--- src/rtl/legacy_decode_pkg.sv ---
package legacy_decode_pkg;
   localparam logic [7:0] OFS_PM_IO_WINDOW_BASE = 8'h78;
   localparam logic [7:0] OFS_ATTR_F_SEGMENT = 8'h90;
   localparam logic [7:0] OFS_ATTR_C_LOW = 8'h91;
   localparam logic [31:0] RST_PM_IO_WINDOW_BASE = 32'h0000_0000;
   localparam logic [7:0] RST_ATTR = 8'h00;
   localparam logic [31:0] MASK_PM_IO_WINDOW_BASE = 32'h0000_ffc1;
   localparam logic [7:0] MASK_ATTR_F_SEGMENT = 8'h30;
   localparam logic [7:0] MASK_ATTR_C_LOW = 8'h33;
   localparam int POS_WIN_EN = 0;
   localparam int POS_UPPER = 4;
   localparam int POS_LOWER = 0;
   localparam logic [31:0] REGION_LO = 32'h000c_0000;
   localparam logic [31:0] REGION_HI = 32'h000f_ffff;
   localparam logic [15:0] SEG_F_BASE = 16'h000f;
   localparam logic [17:0] SEG_C0_BASE = 18'h00030;
   localparam logic [17:0] SEG_C4_BASE = 18'h00031;

   typedef enum logic [1:0] {SRC_CPU = 2'h0, SRC_PCI = 2'h1, SRC_LINK = 2'h2, SRC_GFX = 2'h3}
      source_e;
   typedef enum logic [1:0] {DST_NONE = 2'h0, DST_DRAM = 2'h1, DST_DOWN = 2'h2}
      target_e;

   typedef struct packed {
      logic valid;
      logic is_io;
      logic is_write;
      source_e source;
      logic [31:0] addr;
   } access_s;

   typedef struct packed {
      logic valid;
      target_e target;
      logic pm_io_hit;
   } route_s;
endpackage

--- src/rtl/legacy_region_attribute_decode.sv ---
`timescale 1ns/10ps
module legacy_region_attribute_decode
   import legacy_decode_pkg::*;
(
   input wire logic CORE_CLK,
   input wire logic SRST,
   input wire logic CFG_WR,
   input wire logic CFG_RD,
   input wire logic [7:0] CFG_ADDR,
   input wire logic [3:0] CFG_BE,
   input wire logic [31:0] CFG_WDATA,
   output logic [31:0] CFG_RDATA,
   input wire access_s ACC,
   output route_s ROUTE
);
   logic [31:0] pm_io_window_base_ff, nxt_pm_io_window_base;
   logic [7:0] legacy_attr_map_f_segment_ff, nxt_legacy_attr_map_f_segment;
   logic [7:0] legacy_attr_map_c_low_ff, nxt_legacy_attr_map_c_low;
   logic [31:0] cfg_rdata_ff, nxt_cfg_rdata;
   route_s route_ff, nxt_route;

   // Byte-lane merge; masks keep reserved bits at zero
   function automatic logic [31:0] merge(input logic [31:0] old, input logic [31:0] wd,
                                         input logic [3:0] be, input logic [31:0] mask);
      logic [31:0] r;
      r = old;
      for (int i = 0; i < 4; i++)
      begin
         if (be[i])
         begin
            r[i*8 +: 8] = wd[i*8 +: 8];
         end
      end
      return r & mask;
   endfunction

   // Field steering: bit 0 claims reads, bit 1 claims writes
   function automatic target_e steer(input logic [1:0] attr, input logic is_write);
      return (is_write ? attr[1] : attr[0]) ? DST_DRAM : DST_DOWN;
   endfunction

   // Config writes; one write may set base and enable together
   always_comb
   begin
      nxt_pm_io_window_base = pm_io_window_base_ff;
      nxt_legacy_attr_map_f_segment = legacy_attr_map_f_segment_ff;
      nxt_legacy_attr_map_c_low = legacy_attr_map_c_low_ff;
      if (CFG_WR && CFG_ADDR == OFS_PM_IO_WINDOW_BASE)
      begin
         nxt_pm_io_window_base = merge(pm_io_window_base_ff, CFG_WDATA, CFG_BE,
                                       MASK_PM_IO_WINDOW_BASE);
      end
      // At the dword-aligned offset the F register takes lane 0 and the C low register lane 1
      if (CFG_WR && CFG_ADDR == OFS_ATTR_F_SEGMENT && CFG_BE[0])
      begin
         nxt_legacy_attr_map_f_segment = CFG_WDATA[7:0] & MASK_ATTR_F_SEGMENT;
      end
      if (CFG_WR && CFG_ADDR == OFS_ATTR_F_SEGMENT && CFG_BE[1])
      begin
         nxt_legacy_attr_map_c_low = CFG_WDATA[15:8] & MASK_ATTR_C_LOW;
      end
      if (CFG_WR && CFG_ADDR == OFS_ATTR_C_LOW && CFG_BE[0])
      begin
         nxt_legacy_attr_map_c_low = CFG_WDATA[7:0] & MASK_ATTR_C_LOW;
      end
   end

   // Read mux; unmapped offsets return zero
   always_comb
   begin
      nxt_cfg_rdata = cfg_rdata_ff;
      if (CFG_RD)
      begin
         case (CFG_ADDR)
            OFS_PM_IO_WINDOW_BASE: nxt_cfg_rdata = pm_io_window_base_ff;
            OFS_ATTR_F_SEGMENT: nxt_cfg_rdata = {16'h0000, legacy_attr_map_c_low_ff,
                                                 legacy_attr_map_f_segment_ff};
            OFS_ATTR_C_LOW: nxt_cfg_rdata = {24'h000000, legacy_attr_map_c_low_ff};
            default: nxt_cfg_rdata = 32'h0000_0000;
         endcase
      end
   end

   // Access routing, registered one cycle after the request
   always_comb
   begin
      logic in_region;
      logic [1:0] attr;
      in_region = 1'b0;
      attr = 2'h0;
      nxt_route = '0;
      nxt_route.valid = ACC.valid;
      if (ACC.valid && ACC.is_io)
      begin
         // Unclaimed I/O is left for the downstream link
         nxt_route.pm_io_hit = pm_io_window_base_ff[POS_WIN_EN] &&
            ACC.addr[15:6] == pm_io_window_base_ff[15:6];
         nxt_route.target = DST_DOWN;
      end
      else if (ACC.valid)
      begin
         in_region = ACC.addr >= REGION_LO && ACC.addr <= REGION_HI;
         if (ACC.addr[31:16] == SEG_F_BASE)
         begin
            attr = legacy_attr_map_f_segment_ff[POS_UPPER +: 2];
         end
         else if (ACC.addr[31:14] == SEG_C4_BASE)
         begin
            attr = legacy_attr_map_c_low_ff[POS_UPPER +: 2];
         end
         else if (ACC.addr[31:14] == SEG_C0_BASE)
         begin
            attr = legacy_attr_map_c_low_ff[POS_LOWER +: 2];
         end
         else
         begin
            // Segments of the other attribute registers are treated as read-write DRAM
            attr = 2'h3;
         end
         if (!in_region || ACC.source == SRC_LINK || ACC.source == SRC_GFX)
         begin
            nxt_route.target = DST_DRAM;
         end
         else
         begin
            nxt_route.target = steer(attr, ACC.is_write);
         end
      end
   end

   // One register stage for config state, read data and route
   always_ff @(posedge CORE_CLK)
   begin
      if (SRST)
      begin
         pm_io_window_base_ff <= RST_PM_IO_WINDOW_BASE;
         legacy_attr_map_f_segment_ff <= RST_ATTR;
         legacy_attr_map_c_low_ff <= RST_ATTR;
         cfg_rdata_ff <= 32'h0000_0000;
         route_ff <= '0;
      end
      else
      begin
         pm_io_window_base_ff <= nxt_pm_io_window_base;
         legacy_attr_map_f_segment_ff <= nxt_legacy_attr_map_f_segment;
         legacy_attr_map_c_low_ff <= nxt_legacy_attr_map_c_low;
         cfg_rdata_ff <= nxt_cfg_rdata;
         route_ff <= nxt_route;
      end
   end

   // Outputs straight from flops, so no decode glitch reaches the fabric
   assign CFG_RDATA = cfg_rdata_ff;
   assign ROUTE = route_ff;
endmodule

--- config.mk ---
export PLATFORM = sky130hd
export DESIGN_NAME = legacy_region_attribute_decode
export DESIGN_NICKNAME = d
export VERILOG_FILES = /design/src/rtl/legacy_decode_pkg.sv /design/src/rtl/legacy_region_attribute_decode.sv
export SDC_FILE = /design/constraint.sdc
export NUM_CORES = 1
export LEC_CHECK = 0
export ABC_AREA = 1
export BUFFER_PORTS_ARGS = -buffer_cell sky130_fd_sc_hd__buf_2
export CELL_PAD_IN_SITES_DETAIL_PLACEMENT = 1
export CELL_PAD_IN_SITES_GLOBAL_PLACEMENT = 2
export CORE_UTILIZATION = 19
export CTS_CLUSTER_SIZE = 16
export DETAILED_ROUTE_END_ITERATION = 8
export PLACE_DENSITY = 0.73
export SLEW_MARGIN = 20
export SYNTH_ARGS = -nofsm -noshare
export SYNTH_HDL_FRONTEND = slang
export SYNTH_SLANG_ARGS = --single-unit
export TNS_END_PERCENT = 20
--- constraint.sdc ---
create_clock -name CORE_CLK -period 1.2 [get_ports CORE_CLK]
set_input_delay 0.06 -clock CORE_CLK [delete_from_list [all_inputs] [get_ports CORE_CLK]]
set_output_delay 0.06 -clock CORE_CLK [all_outputs]
set_load 0.05 [all_outputs]
==> run_results.csv <==
group,metric,value,unit
placement,numPortBuffers,75,
sta,setup_violations,0,
detailed_routing,routedWlPerCell,12.1,um
power_and_ir_drop,power_frac_seq,42.6,%
clock_tree,cts.clk_slew.worst_paths,0.08,ns
clock_tree,cts_buffer_depth,2,
placement,hpwlAfterDp,5.21,mm
sta,setup_tns,0,ns
synth,netlist_instances,276,
power_and_ir_drop,p_total,2780,uW
detailed_routing,vias_per_cell,4.06,
sta,fmax,917,MHz
floorplan,dieArea,10900,um2
synth,yosys.area.top_type,"dfxtp_1",
setup_path,path_class,"register to register",
setup_path,start_kind,"register",
power_and_ir_drop,p_switching,786,uW
clock_tree,cts_tree,"built",
floorplan,ios,121,
finish,drive_above_1_share,34.7,%
sta,rsz0062_at_grt,"false",
detailed_routing,drc,0,
floorplan,die_h,104,um
synth,syn-cell-area,1990,um2
synth,synth.yosys.seq_area_share,35.2,%
setup_path,worstPathRequired,1.43,ns
finish,insertedDiodeCount,0,
placement,gp_routability_congestion,0.704,
sta,drv_slew,0,
synth,yosys_warnings,0,
global_routing,grt_pass1_vias,2115,
global_routing,track_usage,11.9,%
sta,min_period,1.09,ns
power_and_ir_drop,clockPowerShare,40.1,%
sta,hold_violations,0,
power_and_ir_drop,p_int,1990,uW
run_status,status,"finished, final reports clean",
global_routing,grt.overflow.total,0,
min_path,worstHoldStart,"CFG_WDATA[15]",
floorplan,initial_core_util,19.5,%
clock_tree,cts_root_buffer,"clkbuf_8",
setup_path,r2r_slack,0.11,ns
power_and_ir_drop,combPwrFrac,17.3,%
min_path,hold_depth,3,
synth,netlist.area_leader.share,35.2,%
floorplan,die_w,104,um
detailed_routing,num_vias,2051,
setup_path,cp-end-kind,"register",
min_path,hold_path.class,"primary input to register",
setup_path,rr_worst_depth,6,
power_and_ir_drop,switching_share,28.3,%
global_routing,grt_max_degree,20,
clock_tree,cts_setup_buffers,0,
finish,fill_cells,1279,
clock_tree,clock_latency,0.29,ns
sta,final.period_utilization,90.8,%
detailed_routing,wirelength,6.12,mm
floorplan,core,10200,um2
synth,ys_top_cells_by_area,"dfxtp_1 (35%), nand2_1 (9.0%), buf_4 (6.8%), a21oi_1 (6.5%), inv_1 (6.2%)",
detailed_routing,ant_nets,0,
synth,avgSynthCellArea,7.22,um2
floorplan,rows,37,
finish,layout_commonest_cell,"buf_2",
global_routing,grt_pass1_wl,10.3,mm
flow_run,drv_cap,0,
detailed_routing,drt_iter0_drc,29,
global_routing,antenna_found_initial,0,
power_and_ir_drop,ir_drop,0.383,mV
finish,layout_common_cells,"buf_2 (75), nand2_1 (48), dfxtp_1 (35)",
setup_path,r2r_start,"pm_io_window_base_ff[6]$_SDFFE_PP0P_",
finish,final_nets,453,
setup_path,arrival,1.32,ns
setup_path,r2r-end,"ROUTE[0]$_SDFF_PP0_",
power_and_ir_drop,leakagePower,0.00122,uW
sta,clock_skew,0.00618,ns
clock_tree,cts_made_buffers,5,
clock_tree,cts_num_sinks,35,
synth,ys_ff_latch,35,
power_and_ir_drop,power_density,1030,nW/um2
min_path,hold_end,"pm_io_window_base_ff[15]$_SDFFE_PP0P_",
setup_path,critical_path_peak_fanout,3,
finish,syn_to_final_growth,35.5,%
detailed_routing,first_pass_iters,3,
clock_tree,htreeDepth,2,
synth,synth.distinct_cells,33,
## metrics by stage
| stage | area (um2) | setup WS [ns] | hold slack (ns) | cells | util, % |
|---|---|---|---|---|---|
| CTS | 2700 | 0.0841 | 0.0346 | 505 | 26.4 |
| finish | 2700 | 0.110 | 0.0486 | 505 | 26.4 |
| global placement | 2570 | -0.104 | 0.342 | 497 | 25.2 |
| detailed placement | 2570 | -0.172 | 0.350 | 497 | 25.2 |
| global route | 2700 | 0.00151 | 0.0482 | 505 | 26.4 |
| floorplan | 2060 | 0.0537 | 0.129 | 293 | - |
## repair_timing
action | CTS | global route
gates resized for setup | 1 | 2
setup endpoints to repair | 1 | 2
hold buffers | 0 | 0
## logic make-up after synthesis
group	Yosys count	synth area share (%)
AOI/OAI and AO/OA	60	16.4
buffers and inverters	60	15.6
xor gates and xnor gates	5	2.20
and+or+nand+nor	115	30.4
DFF	35	35.2
other	1	0.188
## worst max path at each step
stage | startpoint | slack, ns | endpoint
3_5_place_dp | CFG_ADDR[1] | -0.17 | legacy_attr_map_c_low_ff[4]$_SDFFE_PP0P_
5_1_grt | pm_io_window_base_ff[6]$_SDFFE_PP0P_ | 0.002 | ROUTE[0]$_SDFF_PP0_
2_1_floorplan | CFG_ADDR[3] | 0.05 | legacy_attr_map_c_low_ff[0]$_SDFFE_PP0P_
6_report | pm_io_window_base_ff[6]$_SDFFE_PP0P_ | 0.11 | ROUTE[0]$_SDFF_PP0_
4_1_cts | pm_io_window_base_ff[6]$_SDFFE_PP0P_ | 0.08 | ROUTE[0]$_SDFF_PP0_
3_3_place_gp | CFG_ADDR[1] | -0.10 | legacy_attr_map_c_low_ff[4]$_SDFFE_PP0P_
## metal layers
layer  share of wire [%]  global-route usage, %  wire length (um)  vias up
li1                    -                      -                 -     1046
met4                 1.0                   3.37                62        0
met1                  46                   14.9              2790      955
met2                  50                   20.5              3030       45
met3                 3.9                   2.63               236        5
met5                   0                      0                 0        -
## cells in the mapped netlist
library cell	count
buf_4	18
nand2_1	48
nand4_1	4
nor4_1	1
a22o_1	1
a21oi_2	2
dfxtp_1	35
nor2_8	1
a21oi_1	26
nor3b_2	1
nor2_2	4
clkinv_2	1
nand2_2	3
inv_1	33
inv_4	1
nor3_2	4
or2_4	1
clkbuf_1	5
nor3_4	1
nand3_1	15
o21ai_0	22
nor3b_4	1
xor2_1	1
o22ai_1	7
conb_1	1
or2_1	1
nor3_1	7
nand2_4	2
nor2_1	20
xnor2_1	4
buf_6	2
nand2_8	1
o21ai_2	2
## power groups by stage
| stage | combinational [uW] | clock (uW) | sequential (uW) |
|---|---|---|---|
| final | 481 | 1120 | 1180 |
| after global routing | 522 | 1190 | 1180 |
| after global placement | 477 | 0 | 1210 |
| after floorplan | 285 | 0 | 1270 |
| after CTS | 485 | 1150 | 1180 |
| after detailed placement | 482 | 0 | 1210 |
## area by class of cell
cell class	count	area [um2]	share of cell area [%]
multi-input cells	198	1050	39.0
inverters	35	135	5.00
repair buffers	93	523	19.4
well taps	136	170	6.30
clock buffers	6	82.6	3.06
flip-flops and latches	35	701	25.9
clock inverters	2	35.0	1.30
## flip-flops by register name (all words and copies together), names as in the netlist
signal / cells
legacy_attr_map_c_low_ff: 4
ROUTE: 4
legacy_attr_map_f_segment_ff: 2
CFG_RDATA: 14
pm_io_window_base_ff: 11
## critical path, stage by stage (launching register included)
cell     delay (ns)
dfxtp_1        0.33
inv_1          0.07
nand2_1        0.05
o21ai_0        0.09
nor4_2         0.31
nand2_1        0.10
nor2_1         0.09
No activity file was read; power rests on OpenSTA's default activity.
